File: config.mk
export PLATFORM = sky130hd
export DESIGN_NAME = pss_power_state_sequencer
export DESIGN_NICKNAME = d
export VERILOG_FILES = /design/src/rtl/pss_pkg.sv /design/src/rtl/pss_power_state_sequencer.sv
export SDC_FILE = /design/constraint.sdc
export NUM_CORES = 1
export LEC_CHECK = 0
export ABC_AREA = 0
export BUFFER_PORTS_ARGS = -buffer_cell sky130_fd_sc_hd__clkbuf_2
export CAP_MARGIN = 10
export CORE_AREA = 2 2 136 98
export CTS_CLUSTER_SIZE = 20
export DETAILED_ROUTE_END_ITERATION = 12
export DIE_AREA = 0 0 138 100
export PLACE_DENSITY = 0.79
export SLEW_MARGIN = 10
export SYNTH_ARGS = -nofsm -noshare
export SYNTH_HDL_FRONTEND = slang
export SYNTH_SLANG_ARGS = --single-unit
File: constraint.sdc
create_clock -name i_clk -period 3.65 [get_ports i_clk]
set_input_delay 0.365 -clock i_clk [delete_from_list [all_inputs] [get_ports i_clk]]
set_output_delay 0.365 -clock i_clk [all_outputs]
set_load 0.05 [all_outputs]
File: src/rtl/pss_pkg.sv
// Package of constants and types for the power state sequencer
// =====================================================================
// Notes on behaviour
// - Exactly one of Shutdown, Sleep or Active holds at all times.
// - Shutdown powers everything off; only factory record survives.
// - In Shutdown everything except regulator enable and crystal trim is ignored.
// - Sleep runs on slow oscillator; wakes on host activity or timer.
// - Sleep: pulse skip regulator, retention kept, host port on.
// - Active has transmit, receive and a short idle sub-state.
// - Active: high power regulator, analog, crystal, logic all on from the PLL step on.
// - Sleep and Active transitions happen without host control.
// - Enable low from host puts the block into Shutdown.
// - Enable rising leaves Shutdown into Active idle.
// - Before association, sleep once booted whenever no host activity or transmit/receive request pends.
// - After association, sleep only when power save allows.
// - Any host command forces wake; no host action lets it sleep.
// - Wake follows regulator, power, crystal, PLL, boot, base, RF.
// - Early wake steps equal; cold boot copies factory record.
// - Cold wake calibrates all channels; warm wake one channel.
// - Crystal stops in Sleep; slow oscillator runs wake timer.
// - Slow oscillator calibrated at runtime against system clock.
// - Wake interval measured from sleep entry, where the timer reloads.
// - Crystal trim from non-volatile memory corrects 20 ppm.
package pss_pkg;
  // ===================================================================
  // Timing
  localparam int unsigned CLK_HZ        = 25_000_000;
  localparam int unsigned RC_HZ         = 32_000;
  localparam int unsigned CRYSTAL_HZ    = 40_000_000;
  // Slow oscillator tick period in system cycles
  localparam int unsigned RC_DIV        = CLK_HZ / RC_HZ;
  localparam logic [9:0]  RC_DIV_INIT   = 10'(RC_DIV - 1);
  // Step durations in cycles, less one
  localparam logic [7:0]  T_REG_CYC     = 8'h04;
  localparam logic [7:0]  T_PWR_CYC     = 8'h08;
  localparam logic [7:0]  T_CRYSTAL_CYC = 8'h20;
  localparam logic [7:0]  T_PLL_CYC     = 8'h10;
  localparam logic [7:0]  T_BOOT_CYC    = 8'h10;
  localparam logic [7:0]  T_BB_COLD_CYC = 8'h40;
  localparam logic [7:0]  T_BB_WARM_CYC = 8'h08;
  localparam logic [7:0]  T_RF_COLD_CYC = 8'h80;
  localparam logic [7:0]  T_RF_WARM_CYC = 8'h10;
  // Calibration window in slow ticks, less one, and trim limit
  localparam logic [7:0]  CAL_TICKS     = 8'h10;
  localparam int unsigned TRIM_PPM      = 20;
  localparam logic signed [7:0] TRIM_MAX = 8'(TRIM_PPM);
  localparam logic [23:0] CAL_RESET     = 24'h00_0000;
  // ===================================================================
  // States
  typedef enum logic [1:0] {PS_SHUTDOWN, PS_SLEEP, PS_ACTIVE} pss_pwr_t;
  typedef enum logic [1:0] {SUB_IDLE, SUB_TX, SUB_RX} pss_sub_t;
  typedef enum logic [3:0] {
    ST_OFF, ST_REG, ST_PWR, ST_CRYSTAL, ST_PLL, ST_BOOT, ST_BB, ST_RF,
    ST_RUN, ST_SLEEP
  } pss_seq_t;
  // ===================================================================
  // Power rail controls
  typedef struct packed {
    logic reg_on;
    logic pulse_skip_low_power;
    logic analog_on;
    logic crystal_osc_on;
    logic pll_on;
    logic logic_on;
    logic retention_on;
    logic host_if_on;
    logic rc_osc_on;
  } pss_rails_t;
  // Firmware view of the link
  typedef struct packed {
    logic     associated;
    logic     ps_allow;
    logic     host_pending;
    logic     tx_req;
    logic     rx_req;
  } pss_ctl_t;
endpackage

File: src/rtl/pss_power_state_sequencer.sv
// Power state sequencer for a wireless companion chip
`timescale 1ns/1ps
module pss_power_state_sequencer
(
  // Clock and reset
  input  wire logic                i_clk,
  input  wire logic                i_sys_rst,
  // Pins from host
  input  wire logic                i_regulator_enable_in,
  input  wire logic                i_host_cmd,
  // Firmware status
  input  wire pss_pkg::pss_ctl_t   i_ctl,
  input  wire logic                i_beacon,
  input  wire logic [15:0]         i_sleep_ticks,
  input  wire logic                i_boot_done,
  // Non-volatile trim
  input  wire logic signed [7:0]   i_crystal_osc_trim,
  // State and rails
  output logic [1:0]               o_pwr_state,
  output logic [1:0]               o_sub_state,
  output pss_pkg::pss_rails_t      o_rails,
  output logic                     o_cold_boot,
  output logic                     o_copy_factory_info_record,
  output logic                     o_rf_full_cal,
  output logic                     o_wake_timer,
  output logic signed [7:0]        o_crystal_osc_trim,
  output logic [23:0]              o_rc_cal
);
  import pss_pkg::*;

  // ===================================================================
  // State
  typedef struct packed {
    logic [2:0]        en_sync;
    logic [2:0]        cmd_sync;
    logic              en_q;
    logic              cmd_q;
    pss_seq_t          seq;
    pss_sub_t          sub;
    logic [7:0]        cnt;
    logic              cold;
    logic              booted;
    logic [9:0]        rc_div;
    logic [15:0]       tmr;
    logic [7:0]        cal_ticks;
    logic [23:0]       cal_acc;
    logic [23:0]       cal_val;
    logic signed [7:0] trim;
  } pss_state_t;

  pss_state_t st_ff;
  pss_state_t nxt_st;
  logic       en_lvl;
  logic       cmd_lvl;
  logic       cmd_edge;
  logic       rc_tick;
  logic       step_done;
  logic       sleep_ok;
  logic       wake_req;

  // ===================================================================
  // Next state
  always_comb
  begin
    nxt_st = st_ff;
    nxt_st.en_sync  = {st_ff.en_sync[1:0], i_regulator_enable_in};
    nxt_st.cmd_sync = {st_ff.cmd_sync[1:0], i_host_cmd};
    en_lvl  = st_ff.en_q;
    cmd_lvl = st_ff.cmd_q;
    if (st_ff.en_sync[2] == st_ff.en_sync[1])
      nxt_st.en_q = st_ff.en_sync[2];
    if (st_ff.cmd_sync[2] == st_ff.cmd_sync[1])
      nxt_st.cmd_q = st_ff.cmd_sync[2];
    cmd_edge = nxt_st.cmd_q & ~st_ff.cmd_q;

    // Slow oscillator tick divider
    rc_tick = (st_ff.rc_div == 10'h000);
    if (rc_tick)
      nxt_st.rc_div = RC_DIV_INIT;
    else
      nxt_st.rc_div = st_ff.rc_div - 10'h001;
    step_done = (st_ff.cnt == 8'h00);
    if (!step_done)
      nxt_st.cnt = st_ff.cnt - 8'h01;

    // Autonomous sleep and wake decisions
    sleep_ok = st_ff.booted && !i_ctl.host_pending && !cmd_lvl &&
               !i_ctl.tx_req && !i_ctl.rx_req &&
               (!i_ctl.associated || i_ctl.ps_allow);
    wake_req = cmd_edge || cmd_lvl || (st_ff.tmr == 16'h0000);

    case (st_ff.seq)
      ST_OFF:
      begin
        nxt_st.booted = 1'b0;
        if (en_lvl)
        begin
          nxt_st.seq  = ST_REG;
          nxt_st.cold = 1'b1;
          nxt_st.cnt  = T_REG_CYC;
        end
      end
      ST_REG:
        if (step_done)
        begin
          nxt_st.seq = ST_PWR;
          nxt_st.cnt = T_PWR_CYC;
        end
      ST_PWR:
        if (step_done)
        begin
          nxt_st.seq = ST_CRYSTAL;
          nxt_st.cnt = T_CRYSTAL_CYC;
        end
      ST_CRYSTAL:
        if (step_done)
        begin
          nxt_st.seq = ST_PLL;
          nxt_st.cnt = T_PLL_CYC;
        end
      ST_PLL:
        if (step_done)
        begin
          nxt_st.seq = ST_BOOT;
          nxt_st.cnt = T_BOOT_CYC;
        end
      ST_BOOT:
        if (step_done)
        begin
          nxt_st.seq = ST_BB;
          if (st_ff.cold)
            nxt_st.cnt = T_BB_COLD_CYC;
          else
            nxt_st.cnt = T_BB_WARM_CYC;
        end
      ST_BB:
        if (step_done)
        begin
          nxt_st.seq = ST_RF;
          if (st_ff.cold)
            nxt_st.cnt = T_RF_COLD_CYC;
          else
            nxt_st.cnt = T_RF_WARM_CYC;
        end
      ST_RF:
        if (step_done)
        begin
          nxt_st.seq = ST_RUN;
          nxt_st.sub = SUB_IDLE;
        end
      ST_RUN:
      begin
        if (i_boot_done)
          nxt_st.booted = 1'b1;
        if (i_ctl.tx_req)
          nxt_st.sub = SUB_TX;
        else if (i_ctl.rx_req)
          nxt_st.sub = SUB_RX;
        else
          nxt_st.sub = SUB_IDLE;
        if (sleep_ok)
        begin
          nxt_st.seq = ST_SLEEP;
          nxt_st.sub = SUB_IDLE;
          nxt_st.tmr = i_sleep_ticks;
        end
      end
      ST_SLEEP:
      begin
        if (rc_tick && st_ff.tmr != 16'h0000)
          nxt_st.tmr = st_ff.tmr - 16'h0001;
        if (wake_req)
        begin
          nxt_st.seq  = ST_REG;
          nxt_st.cold = 1'b0;
          nxt_st.cnt  = T_REG_CYC;
        end
      end
      default:
        nxt_st.seq = ST_OFF;
    endcase

    // Timer restarts at each beacon received in the run state
    if (i_beacon && st_ff.seq == ST_RUN)
      nxt_st.tmr = i_sleep_ticks;

    // Runtime slow oscillator calibration
    if (st_ff.seq == ST_RUN)
    begin
      nxt_st.cal_acc = st_ff.cal_acc + 24'h00_0001;
      if (rc_tick)
      begin
        if (st_ff.cal_ticks == CAL_TICKS)
        begin
          nxt_st.cal_val   = st_ff.cal_acc;
          nxt_st.cal_acc   = CAL_RESET;
          nxt_st.cal_ticks = 8'h00;
        end
        else
          nxt_st.cal_ticks = st_ff.cal_ticks + 8'h01;
      end
    end

    // Crystal trim clamped to range
    if (i_crystal_osc_trim > TRIM_MAX)
      nxt_st.trim = TRIM_MAX;
    else if (i_crystal_osc_trim < -TRIM_MAX)
      nxt_st.trim = -TRIM_MAX;
    else
      nxt_st.trim = i_crystal_osc_trim;

    // Enable low overrides everything
    if (!en_lvl)
    begin
      nxt_st.seq     = ST_OFF;
      nxt_st.sub     = SUB_IDLE;
      nxt_st.cnt     = 8'h00;
      nxt_st.booted  = 1'b0;
      nxt_st.cal_acc = CAL_RESET;
      nxt_st.cal_val = CAL_RESET;
      nxt_st.tmr     = 16'h0000;
      nxt_st.cal_ticks = 8'h00;
      nxt_st.cold    = 1'b0;
    end
  end

  // ===================================================================
  // Registers
  always_ff @(posedge i_clk or posedge i_sys_rst)
  begin
    if (i_sys_rst)
      st_ff <= '0;
    else
      st_ff <= nxt_st;
  end

  // ===================================================================
  // Outputs
  always_comb
  begin
    o_rails     = '0;
    o_pwr_state = PS_ACTIVE;
    case (st_ff.seq)
      ST_OFF:
      begin
        o_pwr_state = PS_SHUTDOWN;
      end
      ST_SLEEP:
      begin
        o_pwr_state                  = PS_SLEEP;
        o_rails.pulse_skip_low_power = 1'b1;
        o_rails.reg_on               = 1'b1;
        o_rails.retention_on         = 1'b1;
        o_rails.host_if_on           = 1'b1;
        o_rails.rc_osc_on            = 1'b1;
      end
      ST_REG:
      begin
        o_rails.reg_on     = 1'b1;
        o_rails.host_if_on = 1'b1;
        o_rails.rc_osc_on  = 1'b1;
      end
      ST_PWR:
      begin
        o_rails.reg_on       = 1'b1;
        o_rails.host_if_on   = 1'b1;
        o_rails.rc_osc_on    = 1'b1;
        o_rails.analog_on    = 1'b1;
        o_rails.logic_on     = 1'b1;
        o_rails.retention_on = 1'b1;
      end
      ST_CRYSTAL:
      begin
        o_rails.reg_on         = 1'b1;
        o_rails.host_if_on     = 1'b1;
        o_rails.rc_osc_on      = 1'b1;
        o_rails.analog_on      = 1'b1;
        o_rails.logic_on       = 1'b1;
        o_rails.retention_on   = 1'b1;
        o_rails.crystal_osc_on = 1'b1;
      end
      default:
      begin
        o_pwr_state            = PS_ACTIVE;
        o_rails.reg_on         = 1'b1;
        o_rails.host_if_on     = 1'b1;
        o_rails.rc_osc_on      = 1'b1;
        o_rails.analog_on      = 1'b1;
        o_rails.logic_on       = 1'b1;
        o_rails.retention_on   = 1'b1;
        o_rails.crystal_osc_on = 1'b1;
        o_rails.pll_on         = 1'b1;
      end
    endcase
  end

  // ===================================================================
  // Status outputs
  assign o_sub_state                = st_ff.sub;
  assign o_cold_boot                = st_ff.cold;
  assign o_copy_factory_info_record = st_ff.cold && (st_ff.seq == ST_BB);
  assign o_rf_full_cal              = st_ff.cold && (st_ff.seq == ST_RF);
  assign o_wake_timer               = (st_ff.seq == ST_SLEEP);
  assign o_crystal_osc_trim         = st_ff.trim;
  assign o_rc_cal                   = st_ff.cal_val;
endmodule

Word-level counts from Yosys, hierarchy flattened. Cells that the tools add are included.

$add $sub $neg: 5. Equal/unequal tests: 31. Reductions and logical operators: 34. Bitwise gates (word level): 2. Multiplexer cells: 48. Magnitude comparators: 2.

Operator list (number): $mux 56 (2); $mux 8 (10); $mux 72 (1); $mux 16 (4); $pmux 8 s7 (1); $mux 48 (1); $pmux 4 s10 (1); $pmux 16 s2 (1); $mux 4 (7); $ne 3x3->1 const B (9); $add 24x1->24 const B (1); $eq 4x3->1 const B (4); $logic_not 16->1 (1); $reduce_bool 16->1 (1); $sub 16x1->16 const B (1); $mux 6 (2); $logic_not 10->1 (1); $mux 10 (1); $sub 10x1->10 const B (1); $logic_and 1x1->1 (9); $mux 9 (1); $reduce_and 9->1 (1); $add 8x1->8 const B (1); $eq 4x2->1 const B (2); other kinds (29) (58).

Word-level logic and storage cells: 137. Output and inout port bits: 49. Flip-flop bits (word level): 114.

Longest topological paths before layout.
Depth in word-level cells: 10. Depth in mapped cells: 9. Mapped depth without buffers: 7.

Least setup slack after synthesis. Ideal clock, no wire load.

Kind: reg-to-output. Start: register st_ff[102] (netlist bit). End: output port o_rails[6] (netlist bit). Arrival: 2444 ps. Setup slack: 841 ps. Cell stages (with the launch flop): 7. Cells stage by stage: dfrtp_1 > nand4bb_1 > clkbuf_1 > inv_1 > clkbuf_1 > a21oi_1 > buf_4.

RTL lines: start, declared (RTL line pss_power_state_sequencer.sv:51) `pss_state_t st_ff;`; start signal, assigned (RTL line pss_power_state_sequencer.sv:234) `st_ff <= nxt_st;`; end, declared (RTL line pss_power_state_sequencer.sv:21) `output pss_pkg::pss_rails_t o_rails,`.

Worst setup path in the final report.
Start: register st_ff[105] (netlist bit). End: register st_ff[47] (netlist bit).

Longest elaborated chain between the ends: 2.

Ends and longest elaborated chain: $eq 4x4->1 (RTL line pss_power_state_sequencer.sv:188) `if (st_ff.seq == ST_RUN)`; $ne 2x1->1 (no source line).

Every way passes these cells. A chain may end at the register's enable or synchronous reset.

==> metrics.txt <==
family with the most delay on the worst path=simple AND/OR/NAND/NOR gates; slowest CP cell=or4b_2; DIE AREA=13,800 µm²; Clock Sinks=114; clk_skew=0.007790 ns; gpl congestion=0.8551; antenna violations before repair=0; Post-Syn Area=roughly 6200 µm²; Worst VDD drop=just under 0.9 mV; final WL=14,470 µm; Critical Path End Type=flop; global-route wire length before repair=24,630 µm; ANT nets after route=0; Setup CP Type=flop to flop; commonest register cell after synthesis=dfrtp_1; max_cap viols=0; Post-synth EDFFs=0; clk_lat worst skew=approximately 0.41 ns; leakage power=3.310 nW; Worst EP required=just under 4 ns; Hold Fails Final Rpt=0; share of layout cells above drive strength 1=between 15 and 20%; run status=finished, final reports clean; I/O pins=84; fin nets=755; WP data arrival=3.14 ns; drt first pass iters=6; crit path time final=2.852 ns; Iteration-0 DRC Markers=418; IO Port Bufs=83; DRC=0; Vias=5,211; vias in the first global route=about 5,100; hold_ws=0.06082 ns; Seq. cell area=2853 µm²; Initial Util=roughly half; WP buf/inv=0; Yosys top cell area share=between 40% and 50%; commonest non-fill, non-tap cell in the layout=dfrtp_1; worst-margin pin slew=0.9533 ns; Setup Fix Bufs, Post-CTS=0; CP Cell Sequence=or4b_2 > a211oi_1 > and3_1 > xnor2_1 > nor2_1; CTS resizes=0; Multi-input gate area=2805 µm²; Root Driver=clkbuf_16; Die H=100 µm; max incr delay on CP=0.81 ns; Unique masters post-synth=67; GR Util All Layers=21.90%; largest area contributor in the netlist=dfrtp_1; R2R setup slack=0.80 ns; Syn Inst Count=664; fillers=1,112; YS warnings=0; H-tree depth=4; Syn-to-layout area delta=15.20%; Slew Limit Fails=0; Post-synth ARST share=100.0%; row count=35; Syn Area/Cell=approximately 9.3 µm²; Mapped Nets=just over 700; hold_buf cts=0; Setup TNS Final=0 ns; Fmax=between 300 and 400 MHz; most frequent cells in the layout=114 x dfrtp_1, 83 x clkbuf_2, 76 x nor2_1, 42 x a21oi_1, 37 x o21ai_0; FF+latch count, synth=114; Final Cycle Share=78.14%; Setup crit start kind=flop; relative slew slack=36.45%; CTS Buf Count=17; power per cell area=about 630 nW/µm²; Clk pin slew, worst setup/hold paths=0.05 ns; WL/cell=16.31 µm; Core Area=12,700 µm²; sequential fraction of the synthesis area=a little under half; # setup viols final=0; CTS tree=yes; fin util=~56%; CTS Buffer Depth=2; Die Span X=around 140 µm; HPWL after DPL=about 10000 µm; Congestion Overflow GR=0; antenna cells=0; vias per cell=5.875; Min-Delay Path Class=primary input to flop; RSZ-0062 raised after global routing=no; Worst Path Max Fanout=20; most area-consuming cells after synthesis=dfrtp_1 46%, buf_4 4.6%, nor2_1 4.6%; pin count of the biggest net entering global routing=64
## worst register-to-register path: stages (launching register included)
cell and delay (ns):
dfrtp_1 0.71, or4b_2 0.81, a211oi_1 0.77, and3_1 0.28
xnor2_1 0.12, nor2_1 0.05
## stage by stage
stage	setup slack (ns)	instances	cell area [µm²]	power, mW
2_1_floorplan	0.2693	664	6173	2.448
3_3_place_gp	0.8600	857	6505	2.693
3_5_place_dp	0.8386	857	6505	2.730
4_1_cts	0.8252	887	7112	4.465
5_1_grt	0.6175	887	7112	4.667
6_report	0.7981	887	7112	4.459
## cell usage after synthesis (all sizes together) (6+ instances only)
library cell and number:
xor2 18, nand3 18, and3 11, nor2 76
a22o 24, nor4 11, o21ai 38, inv 26
o31ai 12, ha 10, or3 9, dfrtp 114
a31oi 9, xnor2 10, nand2b 6, buf 46
nor3b 6, nand2 34, nand4 13, nor3 23
a21oi 42, clkbuf 26
## layout make-up
class | instances | share of cell area [%]
well taps | 166 | 2.920
repair buffers | 99 | 7.530
clock inverters | 10 | 2.252
inverters | 27 | 1.460
flip-flops and latches | 114 | 40.11
multi-input cells | 451 | 39.44
clock buffers | 20 | 6.281
## path summary, 6_finish.rpt
path	end	depth (start not counted)	startpoint
max	st_ff[47]$_DFFE_PP0P_	5	st_ff[105]$_DFFE_PP0P_
min	nxt_st[109]$_DFF_PP0_	1	i_host_cmd
max reg2reg	st_ff[47]$_DFFE_PP0P_	5	st_ff[105]$_DFFE_PP0P_
min reg2reg	nxt_st[110]$_DFF_PP0_	0	nxt_st[109]$_DFF_PP0_
max in group asynchronous	nxt_st[112]$_DFF_PP0_	3	i_sys_rst
min in group asynchronous	o_crystal_osc_trim[7]$_DFF_PP0_	2	i_sys_rst
## power breakdown
part	leakage, nW	total [mW]	switching, mW	internal, mW
clock network	0.296	1.71	0.563	1.15
registers	1.52	1.39	0.0637	1.33
logic	1.49	1.35	0.933	0.421
## sequential cells by signal (all words and copies together), names as in the netlist
register / flops
o_sub_state: 2
en_lvl: 1
cmd_lvl: 1
o_crystal_osc_trim: 8
st_ff: 73
nxt_st: 4
o_rc_cal: 24
o_cold_boot: 1
## cells by family after synthesis
kind of cell	after synthesis	share of synthesized area (%)
AO/OA/AOI/OAI	166	17.82
XOR/XNOR	28	3.972
adder cells (fa/ha/maj)	11	2.189
buffers and inverters	99	8.451
flip-flops	114	46.21
multiplexers	6	1.054
AND/OR/NAND/NOR	240	20.31
## metal layers
metal | track usage (%) | up-vias | routed length, µm
met4 | 7.692 | 0 | 244
met2 | 33.78 | 246 | 6554
met5 | 0 | - | 0
li1 | - | 2457 | -
met1 | 30.43 | 2477 | 6588
met3 | 5.534 | 31 | 1080
Power figures use the tool's default switching activity.
